<file path="src/logic/srx_pkg.sv">
// package: constants and carrier types for the subroutine-return execution block
package srx_pkg;

  // =====================================================================
  // instruction word layout, default pc width and stack depth, accumulator reset value
  localparam int unsigned INSN_W = 14;
  localparam int unsigned LIT_W = 8;
  localparam int unsigned PC_W_DEF = 13;
  localparam int unsigned STACK_DEPTH_DEF = 8;
  localparam logic [3:0] RETLIT_TOP = 4'hD;
  localparam logic [13:0] RETURN_OPC = 14'h0008;
  localparam logic [7:0] ACC_RESET = 8'h00;

  // =====================================================================
  // quarter-phase timing: four core clocks make one instruction cycle
  localparam logic [1:0] PH_DECODE = 2'h0;
  localparam logic [1:0] PH_READ = 2'h1;
  localparam logic [1:0] PH_PROCESS = 2'h2;
  localparam logic [1:0] PH_WRITE = 2'h3;

  // =====================================================================
  // carriers
  typedef struct packed {
    logic valid;
    logic [13:0] word;
  } srx_insn_t;

  typedef struct packed {
    logic push;
    logic [12:0] addr;
  } srx_call_t;

  typedef enum logic [1:0] {
    SRX_RUN = 2'b00,
    SRX_RET1 = 2'b01,
    SRX_IDLE2 = 2'b10
  } srx_state_t;

endpackage

</file>
<file path="src/logic/srx_return_exec.sv">
// module: executes the plain return and the return-with-immediate instructions
`timescale 1ns/1ps

// Overview of operation
// [RQ1] return_with_immediate opcode 11 01xx kkkk kkkk copies k into the accumulator.
// [RQ2] return_with_immediate pops the call stack and loads pc with stack_top_entry.
// [RQ3] return_with_immediate lasts two instruction cycles; the second does nothing.
// [RQ4] plain return opcode 0x0008 pops the stack into the program counter.
// [RQ5] plain return takes two cycles; pop in last phase of first; second idle.
// [RQ6] the prefetched word is flushed; fetch resumes at the restored pc.
module srx_return_exec #(
  parameter int unsigned PC_W = srx_pkg::PC_W_DEF,
  parameter int unsigned DEPTH = srx_pkg::STACK_DEPTH_DEF
) (
  input wire logic i_core_clk,
  input wire logic i_rst,
  input wire srx_pkg::srx_insn_t i_insn,
  input wire srx_pkg::srx_call_t i_call,
  output logic [7:0] o_acc,
  output logic [PC_W-1:0] o_pc_load,
  output logic o_pc_load_en,
  output logic o_flush,
  output logic o_busy,
  output logic [1:0] o_phase
);

  localparam int unsigned SP_W = $clog2(DEPTH);

  // =====================================================================
  // helpers
  // both decoders feed the state machine; the immediate one also feeds the operand latch; one
  // definition keeps the two readings of the word from drifting apart
  function automatic logic dec_with_imm(input srx_pkg::srx_insn_t insn);
    dec_with_imm = insn.valid && (insn.word[13:10] == srx_pkg::RETLIT_TOP);
  endfunction

  function automatic logic dec_plain(input srx_pkg::srx_insn_t insn);
    dec_plain = insn.valid && (insn.word == srx_pkg::RETURN_OPC);
  endfunction

  // one step of the stack pointer; it wraps, so an overflow silently
  // overwrites the oldest return address
  function automatic logic [SP_W-1:0] sp_step(input logic [SP_W-1:0] sp, input logic up);
    if (up) begin
      sp_step = sp + SP_W'(1);
    end else begin
      sp_step = sp - SP_W'(1);
    end
  endfunction

  // =====================================================================
  // phase counter: one instruction cycle is four core clocks
  logic [1:0] phase_q;
  wire logic [1:0] phase_d = phase_q + 2'h1;
  wire logic phase_first = (phase_q == srx_pkg::PH_DECODE);
  // one-clock enable that marks the end of each instruction cycle
  wire logic phase_last = (phase_q == srx_pkg::PH_WRITE);

  always_ff @(posedge i_core_clk or posedge i_rst) begin
    if (i_rst) begin
      phase_q <= srx_pkg::PH_DECODE;
    end else begin
      phase_q <= phase_d;
    end
  end

  // =====================================================================
  // decode, taken only in the decode phase of a free cycle
  srx_pkg::srx_state_t state_q;
  srx_pkg::srx_state_t state_d;
  logic lit_q;
  logic [7:0] imm_q;

  wire logic is_retlit = dec_with_imm(i_insn); // [RQ1]
  wire logic is_return = dec_plain(i_insn); // [RQ4]
  // words offered while a return runs are ignored, not queued
  wire logic slot_free = (state_q == srx_pkg::SRX_RUN) && phase_first;
  wire logic start_ret = slot_free && (is_retlit || is_return);

  always_comb begin
    state_d = state_q;
    case (state_q)
      srx_pkg::SRX_RUN: begin
        if (start_ret) begin
          state_d = srx_pkg::SRX_RET1;
        end
      end
      srx_pkg::SRX_RET1: begin
        if (phase_last) begin
          state_d = srx_pkg::SRX_IDLE2; // [RQ3] [RQ5]
        end
      end
      srx_pkg::SRX_IDLE2: begin
        // the second cycle does nothing but run out its four phases
        if (phase_last) begin
          state_d = srx_pkg::SRX_RUN; // [RQ3] [RQ5]
        end
      end
      default: begin
        state_d = srx_pkg::SRX_RUN;
      end
    endcase
  end

  always_ff @(posedge i_core_clk or posedge i_rst) begin
    if (i_rst) begin
      state_q <= srx_pkg::SRX_RUN;
    end else begin
      state_q <= state_d;
    end
  end

  // =====================================================================
  // operand latch: type and immediate of the word seen in a free decode slot
  wire logic lit_d = slot_free ? is_retlit : lit_q;
  wire logic [7:0] imm_d = slot_free ? i_insn.word[7:0] : imm_q; // [RQ1]

  always_ff @(posedge i_core_clk or posedge i_rst) begin
    if (i_rst) begin
      lit_q <= 1'b0;
      imm_q <= srx_pkg::ACC_RESET;
    end else begin
      lit_q <= lit_d;
      imm_q <= imm_d;
    end
  end

  // =====================================================================
  // hardware call stack, circular like the real core: overflow wraps silently
  logic [PC_W-1:0] stack_q [DEPTH];
  logic [SP_W-1:0] sp_q;
  // pushes during a return are dropped so the pop always sees a settled pointer
  wire logic push_ok = i_call.push && (state_q == srx_pkg::SRX_RUN);
  wire logic pop_now = (state_q == srx_pkg::SRX_RET1) && phase_last; // [RQ2] [RQ5]
  wire logic [SP_W-1:0] sp_top = sp_step(sp_q, 1'b0);
  wire logic [SP_W-1:0] sp_up = sp_step(sp_q, 1'b1);
  wire logic [SP_W-1:0] sp_d = pop_now ? sp_top : (push_ok ? sp_up : sp_q);
  wire logic [PC_W-1:0] stack_top_entry = stack_q[sp_top]; // [RQ2] [RQ4]
  wire logic [PC_W-1:0] push_addr = i_call.addr[PC_W-1:0];

  // a pop and a push never meet: one needs the return state, the other the run state
  always_ff @(posedge i_core_clk or posedge i_rst) begin
    if (i_rst) begin
      sp_q <= '0;
    end else begin
      sp_q <= sp_d; // [RQ2] [RQ4]
    end
  end

  // no reset on the entries: a return with no matching call yields garbage
  always_ff @(posedge i_core_clk) begin
    if (push_ok) begin
      stack_q[sp_q] <= push_addr;
    end
  end

  // =====================================================================
  // output registers
  logic [7:0] acc_q;
  logic [PC_W-1:0] pc_load_q;
  logic pc_load_en_q;
  logic flush_q;
  logic busy_q;

  // the accumulator and the restored pc hold between returns
  wire logic [7:0] acc_d = (pop_now && lit_q) ? imm_q : acc_q; // [RQ1]
  wire logic [PC_W-1:0] pc_load_d = pop_now ? stack_top_entry : pc_load_q; // [RQ2] [RQ4]
  // busy follows the next state so that it rises on the taking edge itself
  wire logic busy_d = (state_d != srx_pkg::SRX_RUN); // [RQ3] [RQ5]

  // only the immediate form writes the accumulator; a plain return leaves it alone
  always_ff @(posedge i_core_clk or posedge i_rst) begin
    if (i_rst) begin
      acc_q <= srx_pkg::ACC_RESET;
    end else begin
      acc_q <= acc_d; // [RQ1]
    end
  end

  always_ff @(posedge i_core_clk or posedge i_rst) begin
    if (i_rst) begin
      pc_load_q <= '0;
    end else begin
      pc_load_q <= pc_load_d; // [RQ2] [RQ4]
    end
  end

  // one-clock strobe: the pc takes o_pc_load while it is high
  always_ff @(posedge i_core_clk or posedge i_rst) begin
    if (i_rst) begin
      pc_load_en_q <= 1'b0;
    end else begin
      pc_load_en_q <= pop_now; // [RQ2] [RQ4]
    end
  end

  // the word prefetched during the return is dropped; fetch restarts at o_pc_load
  always_ff @(posedge i_core_clk or posedge i_rst) begin
    if (i_rst) begin
      flush_q <= 1'b0;
    end else begin
      flush_q <= pop_now; // [RQ6]
    end
  end

  always_ff @(posedge i_core_clk or posedge i_rst) begin
    if (i_rst) begin
      busy_q <= 1'b0;
    end else begin
      busy_q <= busy_d; // [RQ3] [RQ5]
    end
  end

  // the phase counter is itself a register, so it leaves the block directly
  assign o_acc = acc_q;
  assign o_pc_load = pc_load_q;
  assign o_pc_load_en = pc_load_en_q;
  assign o_flush = flush_q; // [RQ6]
  assign o_busy = busy_q;
  assign o_phase = phase_q;

endmodule

</file>
<file path="config.mk">
export PLATFORM = sky130hd
export DESIGN_NAME = srx_return_exec
export DESIGN_NICKNAME = d
export VERILOG_FILES = /design/src/logic/srx_pkg.sv /design/src/logic/srx_return_exec.sv
export SDC_FILE = /design/constraint.sdc
export NUM_CORES = 1
export LEC_CHECK = 0
export BUFFER_PORTS_ARGS = -buffer_cell sky130_fd_sc_hd__buf_2
export CAP_MARGIN = 40
export CELL_PAD_IN_SITES_DETAIL_PLACEMENT = 1
export CELL_PAD_IN_SITES_GLOBAL_PLACEMENT = 2
export CORE_UTILIZATION = 25
export CTS_CLUSTER_SIZE = 20
export DETAILED_ROUTE_END_ITERATION = 12
export GPL_TIMING_DRIVEN = 0
export PLACE_DENSITY = 0.49
export SLEW_MARGIN = 20
export SYNTH_ARGS = -nofsm -noshare
export SYNTH_HDL_FRONTEND = slang
export SYNTH_SLANG_ARGS = --single-unit
</file>
<file path="constraint.sdc">
create_clock -name i_core_clk -period 6.2 [get_ports i_core_clk]
set_clock_uncertainty 0.1 [all_clocks]
set_input_delay 0.62 -clock i_core_clk [delete_from_list [all_inputs] [get_ports i_core_clk]]
set_output_delay 0.62 -clock i_core_clk [all_outputs]
set_load 0.005 [all_outputs]
</file>
======== After elaboration in Yosys (flattened, before gate mapping) ========
Memories as Yosys holds them, arrays and structs flattened. A register that Yosys moved wholly into a read port is not among the register bits.
Cells that the tools add are included.
storage, ports and cells
  output and inout bits ................... 26
  input bits .............................. 31
  bits in read-only memories .............. 0
  memories kept ........................... 1
  RAM bits ................................ 104
  bits in registers ....................... 26
  bits in latches ......................... 0
operators by class
  reductions and logical operators ........ 12
  shift-type cells ........................ 0
  multiply operators ...................... 0
  equal/unequal tests ..................... 5
  divide/modulo/power cells ............... 0
  magnitude comparators ................... 0
  $add $sub $neg .......................... 3
  multiplexer cells ....................... 8
  bitwise logic cells ..................... 0
memories
  name     words  width  rd ports  clocked after Yosys merged registers in  wr ports  RTL line                text
  stack_q  8      13     1         1                                        1         srx_return_exec.sv:130  logic [PC_W-1:0] stack_q [DEPTH];
operators by type and width
  kind                   count
  $eq A14 B4 Y1 const B  1
  $logic_and A1 B1 Y1    7
  $mux W2                3
  $mux W3                2
  $pmux W2 S3            1
  $eq A2 B2 Y1 const B   2
  $eq A4 B4 Y1 const B   1
  $logic_not A2 Y1       2
  $reduce_bool A2 Y1     2
  $add A3 B1 Y3 const B  1
  $sub A3 B1 Y3 const B  1
  $add A2 B1 Y2 const B  1
  $eq A2 B1 Y1 const B   1
  $mux W1                2
  $logic_or A1 B1 Y1     1

======== Logic depth before layout (Yosys ltp) ========
Gate-level depths: netlist (run 1).
  depth in word-level cells ............... 7
  gate-level depth with buffers ........... 7
  mapped depth without buffers ............ 6

======== Worst setup path before layout (run 1) ========
OpenSTA, ideal clock, no wires.
  kind .................................... in2reg
  from .................................... input port i_call[13] (netlist bit)
  to ...................................... memory stack_q[0][0] (netlist bit), enable pin
  buffers on the path ..................... 0
  slack ................................... 3.703 ns
  arrival time ............................ 1.997 ns
  required time ........................... 5.700 ns
  cell stages on the path ................. 3
  cell sequence ........................... nand2b_1 > or3_1 > nor3_1
on the way
  longest elaborated chain between the ends .. 3
ends and longest elaborated chain
  what                           RTL line                text
  start, declared                srx_return_exec.sv:18   input wire srx_pkg::srx_call_t i_call,
  $logic_and A1 B1 Y1            srx_return_exec.sv:133  wire logic push_ok = i_call.push && (state_q == srx_pkg::SRX_RUN);
  $mux W1                        srx_return_exec.sv:152  if (push_ok) begin
  $mux W1 (not written as such)  srx_return_exec.sv:153  stack_q[sp_q] <= push_addr;
  end, declared                  srx_return_exec.sv:130
Every way passes these cells.

======== Worst setup path in the final report (run 1) ========
  from .................................... register sp_q[1]
  to ...................................... register pc_load_q[5] (netlist: o_pc_load[5]), read port of stack_q
on the way
  longest elaborated chain between the ends .. 1
ends and longest elaborated chain
  what                    RTL line                text
  start, declared         srx_return_exec.sv:131  logic [SP_W-1:0] sp_q;
  start signal, assigned  srx_return_exec.sv:146  sp_q <= sp_d;
  $sub A3 B1 Y3           n/a
  end, declared           srx_return_exec.sv:160  logic [PC_W-1:0] pc_load_q;
Every way passes these cells.
A chain may end at the register's enable or synchronous reset.

==> results.json, run 1 <==
{
  "die_w_um": 153,
  "synthesis.instances": 338,
  "setup_viol": 0,
  "timing.setup.tns_ns": 0,
  "synth_top_cells_by_area": "sky130_fd_sc_hd__edfxtp_1, sky130_fd_sc_hd__dfrtp_1, sky130_fd_sc_hd__mux2_2, sky130_fd_sc_hd__o22ai_1, sky130_fd_sc_hd__mux2_4",
  "finalWeightedCongestion": 0.676,
  "numCtsBuffers": 17,
  "worst_slew_margin_rel_pct": 62.0,
  "post_drt_via_cell_ratio": 4.43,
  "drt_wl_total_um": 14600,
  "run_status": "complete, but fails checks",
  "design.final.nets": 460,
  "final_max_slew_viol_count": 0,
  "biggest_cell_delay_along_the_critical_path_ns": 0.47,
  "wl_per_cell_um": 20.4,
  "number_of_placed_i_o_pins": 57,
  "tritoncts_num_sinks": 143,
  "ys_seq_area_share_pct": 72.2,
  "final_antenna_net_count": 0,
  "rows": 54,
  "violated_checks": "DRC",
  "maximum_fanout_along_the_worst_path": 10,
  "data_arrival_time_of_the_critical_path_ns": 2.48,
  "insertedDiodeCount": 0,
  "detail_route.drc_violations": 5,
  "synth_flop_cell": "sky130_fd_sc_hd__edfxtp_1",
  "largest_net_degree_at_the_start_of_global_routing": 29,
  "post-place-cells": 685,
  "dr_total_vias": 3180,
  "yosys_register_bits": 143,
  "share_of_layout_cells_above_drive_strength_1_pct": 44.7,
  "critical_path_class": "flip-flop to flip-flop",
  "layout_min_cycle_time_ns": 2.29,
  "achievable-frequency_mhz": 436,
  "cts_hold_buf": 0,
  "detailedRoute.firstPassIterationCount": 10,
  "postSynthAreaPerCell_sq_um": 16.8,
  "fillCellCount": 2300,
  "critical_path.cell_chain": "inv_1 -> ha_1 -> buf_4 -> buf_2 -> mux2_2 -> o22ai_1 -> o31ai_1",
  "clock_tree_from_tritoncts": "yes",
  "critical-path-slowest-cell": "sky130_fd_sc_hd__dfrtp_1",
  "worst_setup_path_start_kind": "flip-flop",
  "h-tree-depth": 4,
  "layout-area-overhead-vs-synth_pct": 24.1,
  "least_margin_pin_slew_ns": 0.567,
  "power-per-cell-area_nw_per_um2": 479,
  "numPortBuffers": 56,
  "holdCritPathClass": "input pin to async pin",
  "first_global_vias": 3513,
  "synthesis.yosys.warnings": 0,
  "syn_nets": 373,
  "finalNonFillerCells": 718,
  "maxCapViolCount": 0,
  "drt_first_iter_violations": 97,
  "report.final.hold_viol_count": 0,
  "post_synth_edffs": 104,
  "clk_root_buffer_cell": "sky130_fd_sc_hd__clkbuf_16",
  "synth_most_common_cell": "sky130_fd_sc_hd__edfxtp_1",
  "antenna_found_initial": 0,
  "initial_cell_density_of_the_core_pct": 25.8,
  "overall_fraction_of_global_route_tracks_in_use_pct": 13.4,
  "path_clk_slew_ns": 0.06,
  "total_of_cells_resized_after_clock_tree_synthesis": 0,
  "mappedNetlistArea_sq_um": 5680,
  "clockBufferDepth": 2,
  "worst-endpoint-required_ns": 6.39,
  "leakagePower_nw": 2.73,
  "floorplan_core_area_sq_um": 22000,
  "post_cts_setup_buffer_count": 0,
  "setup_repair_after_global_routing_missed_its_margin": "no",
  "power.ir.vdd_worst_mv": 0.216,
  "fraction_of_registers_with_async_set_or_reset_after_synthesis_pct": 27.3,
  "floorplan.die_area_sq_um": 23300,
  "netlist_top_cells_count": "sky130_fd_sc_hd__edfxtp_1, sky130_fd_sc_hd__mux2_2, sky130_fd_sc_hd__dfrtp_1, sky130_fd_sc_hd__o22ai_1, sky130_fd_sc_hd__nand2_1",
  "worst_setup_path_end_kind": "flip-flop",
  "utilization_pct": 32.0,
  "global_route.overflow_total": 0,
  "synth_largest_area_cell": "sky130_fd_sc_hd__edfxtp_1",
  "detailed_place_hpwl_um": 9870,
  "clk_lat_worst_skew_ns": 0.42,
  "die_h_um": 153,
  "area_share_of_the_largest_cell_type_after_synthesis_pct": 55.0,
  "layout_worst_path_cycle_share_pct": 37.0,
  "post_synth_num_cell_types": 31,
  "first_pass_grt_wire_length_um": 22200
}
==> registers in the layout, summed over array words and instances (netlist names) <==
name and cells:
o_busy 1, sp_q 3, o_acc 8, imm_q 8
state_q 2, o_phase 2, o_flush 1, stack_q 104
lit_q 1, o_pc_load 13
==> worst paths after layout <==
kind | startpoint | to | slack [ns] | cells past startpoint
max | sp_q[1] | o_pc_load[5] | 3.91 | 7
min | i_rst | o_pc_load[9] | 0.07 | 2
max reg2reg | sp_q[1] | o_pc_load[5] | 3.91 | 7
min reg2reg | o_pc_load[12] | o_pc_load[12] | 0.38 | 2
max in group asynchronous | i_rst | o_pc_load[2] | 5.43 | 3
min in group i_core_clk | i_insn[3] | imm_q[3] | 0.35 | 2
==> cell type report <==
| type | instances | area (sq um) | share of cell area (%) |
|---|---|---|---|
| buffer | 16 | 110 | 1.56 |
| clock buffer | 18 | 439 | 6.23 |
| clock inverter | 14 | 130 | 1.85 |
| tap | 280 | 350 | 4.97 |
| timing repair buffer | 68 | 424 | 6.02 |
| multi-input combinational | 171 | 1460 | 20.8 |
| sequential | 143 | 4100 | 58.2 |
| inverter | 8 | 31.3 | 0.444 |
==> cell families (layout without fill, tap and decap cells) <==
family	count (synthesis)	count (layout)	share of synthesized area (%)
xor gates and xnor gates	4	4	0.617
and+or+nand+nor	48	48	4.27
adders and majority gates	4	4	0.881
buffers and inverters	24	124	2.49
muxes	69	69	14.2
DFF	143	143	72.2
AOI/OAI and AO/OA	46	46	5.35
==> per-stage QoR <==
| step | total power, mW | hold WS [ns] | area [sq um] | setup WS (ns) |
|---|---|---|---|---|
| after floorplan | 2.00 | 0.365 | 5680 | 3.70 |
| final | 3.38 | 0.0744 | 7050 | 3.91 |
| after detailed placement | 2.45 | 0.373 | 6470 | 3.78 |
| after CTS | 3.45 | 0.0706 | 7040 | 3.87 |
| after global routing | 3.56 | 0.0809 | 7050 | 3.70 |
| after global placement | 2.39 | 0.354 | 6310 | 2.16 |
==> layout by cell type, fill, tap and decap left out, drive strengths merged <==
master	instances
xor2	2
nand4	1
nor4	1
xnor2	2
ha	4
nand2	24
o31ai	13
clkinvlp	1
inv	13
nor3	3
o22ai	28
a21o	1
nand3	2
a211o	1
nor4b	1
clkbuf	19
nor2b	1
bufinv	1
nand2b	2
edfxtp	104
dfrtp	39
nand3b	2
mux2	69
a21oi	3
buf	83
clkinv	7
nor3b	1
or3	2
nor2	8
==> report_power, final <==
part	internal (mW)	switching (mW)
sequential	1.18	0.0517
clock	0.568	0.413
combinational	0.513	0.653
total	2.26	1.12
==> critical path: cells and delay by family, from the launching register on <==
family                     cells  cell delay [ns]
adders and majority gates      1             0.30
buffers and inverters          3             0.64
AOI/OAI and AO/OA              2             0.26
DFF                            1             0.47
muxes                          1             0.38
==> metal layers <==
layer	vias up	routed length [um]	track usage, %
li1	1476	-	-
met1	1636	6700	16.6
met2	56	7290	22.7
met3	12	486	3.67
met4	0	165	4.04
met5	-	0	0
Power figures use the tool's default switching activity.
==> run 2, diff against run 1 <==
clock period = 2.2 ns   (was 6.2 ns; I/O delays follow)
==> results.json, run 2 (synthesis gave the netlist of run 1 again) <==
{
  "power.share.clock_pct": 28.9,
  "antenna_found_initial": 0,
  "die_w_um": 153,
  "numPortBuffers": 56,
  "largest_net_degree_at_the_start_of_global_routing": 30,
  "worst-endpoint-required_ns": 2.22,
  "critical_path_class": "flip-flop to flip-flop",
  "finalWeightedCongestion": 0.660,
  "layout_commonest_cell": "sky130_fd_sc_hd__edfxtp_1",
  "post_drt_via_cell_ratio": 4.38,
  "holdCritPathClass": "input pin to flip-flop",
  "layout-area-overhead-vs-synth_pct": 29.4,
  "first_global_vias": 3661,
  "share_of_layout_cells_above_drive_strength_1_pct": 43.0,
  "critical_path.cell_chain": "nand2b_1 -> or3_1 -> nor2_2 -> buf_8",
  "sequentialPowerShare_pct": 35.4,
  "clockBufferDepth": 2,
  "timing.setup.tns_ns": 0,
  "detailed_place_hpwl_um": 9530,
  "post-place-cells": 683,
  "power_internal_mw": 6.64,
  "global_route.overflow_total": 0,
  "achievable-frequency_mhz": 466,
  "detailedRoute.firstPassIterationCount": 10,
  "layout_setup_ws_ns": 0.0531,
  "floorplan_core_area_sq_um": 22000,
  "final_cell_mix": "sky130_fd_sc_hd__edfxtp_1, sky130_fd_sc_hd__mux2_2, sky130_fd_sc_hd__buf_2",
  "tritoncts_num_sinks": 143,
  "biggest_cell_delay_along_the_critical_path_ns": 0.47,
  "initial_cell_density_of_the_core_pct": 25.8,
  "final_max_slew_viol_count": 0,
  "detail_route.drc_violations": 4,
  "utilization_pct": 33.4,
  "floorplan.die_area_sq_um": 23300,
  "wl_per_cell_um": 19.9,
  "insertedDiodeCount": 0,
  "numCtsBuffers": 17,
  "finalNonFillerCells": 738,
  "leakagePower_nw": 2.83,
  "dr_total_vias": 3234,
  "path_clk_slew_ns": 0.06,
  "rows": 54,
  "least_margin_pin_slew_ns": 0.757,
  "clock_tree_from_tritoncts": "yes",
  "h-tree-depth": 4,
  "largest-register": "stack_q",
  "layout_worst_path_cycle_share_pct": 97.6,
  "p_switching_mw": 3.17,
  "final_antenna_net_count": 0,
  "pwr-share-comb_pct": 35.7,
  "drt_wl_total_um": 14700,
  "number_of_placed_i_o_pins": 57,
  "power-per-cell-area_nw_per_um2": 1330,
  "post_dp_cell_area_sq_um": 6470,
  "first_pass_grt_wire_length_um": 22800,
  "worst_setup_path_end_kind": "flip-flop",
  "power.ir.vdd_worst_mv": 0.536,
  "data_arrival_time_of_the_critical_path_ns": 2.17,
  "drt_first_iter_violations": 164,
  "maxCapViolCount": 0,
  "crit_buf_inv": 1,
  "worst_path_dominant_cell_family": "simple AND/OR/NAND/NOR gates",
  "report.final.hold_viol_count": 0,
  "clk_lat_worst_skew_ns": 0.41,
  "clk_root_buffer_cell": "sky130_fd_sc_hd__clkbuf_16",
  "switching_share_pct": 32.3,
  "critical-path-slowest-cell": "sky130_fd_sc_hd__or3_1",
  "worst_setup_path_start_kind": "flip-flop",
  "design.final.nets": 480,
  "dp_worst_setup_slack_ns": -0.173,
  "finalInstanceArea_sq_um": 7350,
  "maximum_fanout_along_the_worst_path": 9,
  "die_h_um": 153,
  "violated_checks": "DRC",
  "worst_slew_margin_rel_pct": 49.5,
  "setup_repair_after_global_routing_missed_its_margin": "yes",
  "setup_viol": 0,
  "overall_fraction_of_global_route_tracks_in_use_pct": 13.6,
  "run_status": "complete, but fails checks",
  "number_of_flip_flops_in_the_largest_register": 104,
  "layout_min_cycle_time_ns": 2.15
}
run 2: metrics by stage:
stage | power (mW) | hold WS (ns)
6_report | 9.81 | 0.00877
5_1_grt | 10.4 | 0.0125
4_1_cts | 9.85 | 0.00188
3_5_place_dp | 6.90 | 0.133
3_3_place_gp | 6.76 | 0.357
2_1_floorplan | 5.66 | 0.219
run 2: timing repair:
item,CTS,global route
setup endpoints to repair,41,49
endpoints found under the hold margin,99,0
pin swaps,2,1
hold buffers,21,0
resized for setup,4,12
gates cloned,0,0
buffers inserted,2,0
run 2: per-layer routing:
| layer | track usage (%) | part of all wire [%] |
|---|---|---|
| met1 | 17.8 | 46 |
| met4 | 4.76 | 1.3 |
| met3 | 2.73 | 3.0 |
| met5 | 0 | 0 |
| met2 | 22.4 | 50 |
run 2: worst paths after layout:
check | from | end | slack, ns | cells after the start
max | state_q[0] | stack_q[7][5] | 0.05 | 4
min | i_call[0] | stack_q[5][0] | 0.009 | 1
max reg2reg | state_q[0] | stack_q[7][5] | 0.05 | 4
min reg2reg | o_phase[0] | o_phase[0] | 0.37 | 1
max in group asynchronous | i_rst | sp_q[0] | 1.27 | 4
min in group asynchronous | i_rst | o_pc_load[12] | 0.22 | 3
run 2: cell type report:
cell class              instances  area (sq um)
clock inverters                13           138
fillers                      2292         14700
well taps                     280           350
inverters                       8          31.3
repair buffers                 88           643
flip-flops and latches        143          4100
plain buffers                  16           145
multi-input cells             171          1500
clock buffers                  19           443
run 2: power groups by stage:
stage	clock (mW)	combinational (mW)	sequential, mW
finish	2.83	3.50	3.48
global route	3.03	3.81	3.52
CTS	2.91	3.46	3.48
detailed placement	0	3.36	3.54
global placement	0	3.24	3.52
floorplan	0	2.16	3.50
run 2: worst reg2reg max path, stage by stage (launching register included):
cell	delay, ns
sky130_fd_sc_hd__dfrtp_1	0.44
sky130_fd_sc_hd__nand2b_1	0.21
sky130_fd_sc_hd__or3_1	0.47
sky130_fd_sc_hd__nor2_2	0.41
sky130_fd_sc_hd__buf_8	0.22
==> run 3, diff against run 2 <==
CORE_UTILIZATION = 43   (was 25)
PLACE_DENSITY = 0.77   (was 0.49)
clock period = 2 ns   (was 2.2 ns; I/O delays follow)
==> results.json, run 3 (synthesis gave the netlist of run 1 again) <==
{
  "run_status": "finished, final reports clean",
  "detailed_place_hpwl_um": 8080,
  "layout_commonest_cell": "sky130_fd_sc_hd__edfxtp_1",
  "hp-start": "i_call[13]",
  "worst_setup_path_start_kind": "flip-flop",
  "largest-register": "stack_q",
  "drt_first_iter_violations": 151,
  "holdCritPathClass": "input pin to flip-flop",
  "dr_total_vias": 3373,
  "numPortBuffers": 56,
  "overall_fraction_of_global_route_tracks_in_use_pct": 21.9,
  "setup.reg_to_reg.worst_slack_ns": 0.001,
  "critical_path.startpoint": "sp_q[1]",
  "share_of_layout_cells_above_drive_strength_1_pct": 45.5,
  "timing.setup.tns_ns": 0,
  "cp.depth": 7,
  "clk_root_buffer_cell": "sky130_fd_sc_hd__clkbuf_16",
  "post_drt_via_cell_ratio": 5.23,
  "final_antenna_net_count": 0,
  "data_arrival_time_of_the_critical_path_ns": 2.20,
  "leakagePower_nw": 2.97,
  "r2r-start": "sp_q[1]",
  "critical_path.cell_chain": "inv_1 -> ha_4 -> buf_8 -> buf_12 -> mux2_2 -> o22ai_1 -> o31ai_1",
  "layout_min_cycle_time_ns": 2.00,
  "reg2regPathDepth": 7,
  "worst_setup_path_end_kind": "flip-flop",
  "least_margin_pin_slew_ns": 0.604,
  "maxCapViolCount": 0,
  "antenna_found_initial": 0,
  "achievable-frequency_mhz": 500,
  "maximum_fanout_along_the_worst_path": 10,
  "die_h_um": 117,
  "wl_per_cell_um": 21.6,
  "detail_route.drc_violations": 0,
  "final_cell_mix": "sky130_fd_sc_hd__edfxtp_1, sky130_fd_sc_hd__mux2_2, sky130_fd_sc_hd__buf_2",
  "critical_path_class": "flip-flop to flip-flop",
  "post-place-cells": 573,
  "report.final.hold_viol_count": 0,
  "number_of_flip_flops_in_the_largest_register": 104,
  "initial_cell_density_of_the_core_pct": 44.5,
  "fin_total_pwr_mw": 11.7,
  "detailedRoute.firstPassIterationCount": 4,
  "die_w_um": 117,
  "finalWeightedCongestion": 0.765,
  "final_max_slew_viol_count": 0,
  "regToRegEndpoint": "o_pc_load[1]",
  "biggest_cell_delay_along_the_critical_path_ns": 0.41,
  "floorplan.die_area_sq_um": 13700,
  "first_pass_grt_wire_length_um": 20600,
  "worst_path_dominant_cell_family": "buffers and inverters",
  "numCtsBuffers": 17,
  "critical-path-slowest-cell": "sky130_fd_sc_hd__dfrtp_2",
  "first_global_vias": 3661,
  "clock_tree_from_tritoncts": "yes",
  "endpoint": "o_pc_load[1]",
  "worst-endpoint-required_ns": 2.20,
  "clk_lat_worst_skew_ns": 0.42,
  "largest_net_degree_at_the_start_of_global_routing": 33,
  "global_route.overflow_total": 0,
  "path_clk_slew_ns": 0.06,
  "number_of_placed_i_o_pins": 57,
  "dp_worst_setup_slack_ns": -0.342,
  "power-per-cell-area_nw_per_um2": 1550,
  "rows": 41,
  "worst_slew_margin_rel_pct": 59.7,
  "insertedDiodeCount": 0,
  "finalNonFillerCells": 645,
  "layout-area-overhead-vs-synth_pct": 32.6,
  "clockBufferDepth": 2,
  "crit_buf_inv": 3,
  "h-tree-depth": 4,
  "setup_viol": 0,
  "design.final.nets": 496,
  "layout_setup_ws_ns": 0.00118,
  "power.ir.vdd_worst_mv": 0.783,
  "layout_worst_path_cycle_share_pct": 99.9,
  "tritoncts_num_sinks": 143,
  "drt_wl_total_um": 13900,
  "floorplan_core_area_sq_um": 12800
}
==> run 3: cell types whose count changed in the layout (fill, tap and decap cells not counted), moves of 3 or more <==
cell                            before  now
sky130_fd_sc_hd__buf_12              2    9
sky130_fd_sc_hd__o22ai_2             0    7
sky130_fd_sc_hd__dlygate4sd3_1      21   26
sky130_fd_sc_hd__buf_4               6   16
sky130_fd_sc_hd__bufinv_16           2    5
sky130_fd_sc_hd__buf_6               9    5
sky130_fd_sc_hd__o22ai_1            28   21
==> run 3: area by class of cell <==
class / instances / area (sq um)
Fill cell: 1184 / 5240
Clock buffer: 19 / 433
Inverter: 8 / 31.3
Tap cell: 172 / 215
Buffer: 16 / 189
Clock inverter: 12 / 193
Sequential cell: 143 / 4100
Multi-Input combinational cell: 171 / 1580
Timing Repair Buffer: 104 / 790
==> run 3: worst min-delay path, stage by stage <==
cell                       delay [ns]
sky130_fd_sc_hd__buf_2           0.11
sky130_fd_sc_hd__nand3b_1        0.07
sky130_fd_sc_hd__a21oi_1         0.07
sky130_fd_sc_hd__xor2_1          0.13
==> run 3: repair_timing <==
item | in CTS | in global routing
hold buffers | 26 | 0
resized for setup | 15 | 27
setup endpoints to repair | 100 | 89
pin swaps | 4 | 3
hold endpoints to repair | 152 | 0
setup buffers | 7 | 8
==> run 3: worst min path at each step <==
stage	to	slack [ns]	cells after the start
global placement	imm_q[4]	0.35	2
floorplan	stack_q[0][0]	0.20	0
global route	sp_q[2]	0.13	4
CTS	sp_q[2]	0.09	4
finish	sp_q[2]	0.1	4
detailed placement	o_pc_load[5]	0.04	2
==> run 3: per-layer routing <==
layer	GRT usage [%]	vias to the layer above	wire length, um
met5	0	-	0
met4	8.86	0	230
met3	4.43	19	509
met2	38.5	81	7520
met1	26.4	1723	5670
li1	-	1550	-
==> run 3: power by group <==
part / switching [mW] / internal (mW) / leakage [nW]
sequential: 0.165 / 3.66 / 1.45
clock: 1.20 / 2.20 / 0.301
combinational: 2.21 / 2.22 / 1.22
total: 3.58 / 8.08 / 2.97
==> run 3: per-stage QoR <==
stage	hold slack [ns]	cell area, sq um	utilization (%)
final	0.0995	7530	59.0
after detailed placement	0.0400	6310	49.4
after floorplan	0.199	5690	-
after global routing	0.127	7530	59.0
after global placement	0.349	6180	48.4
after CTS	0.0908	7350	57.5
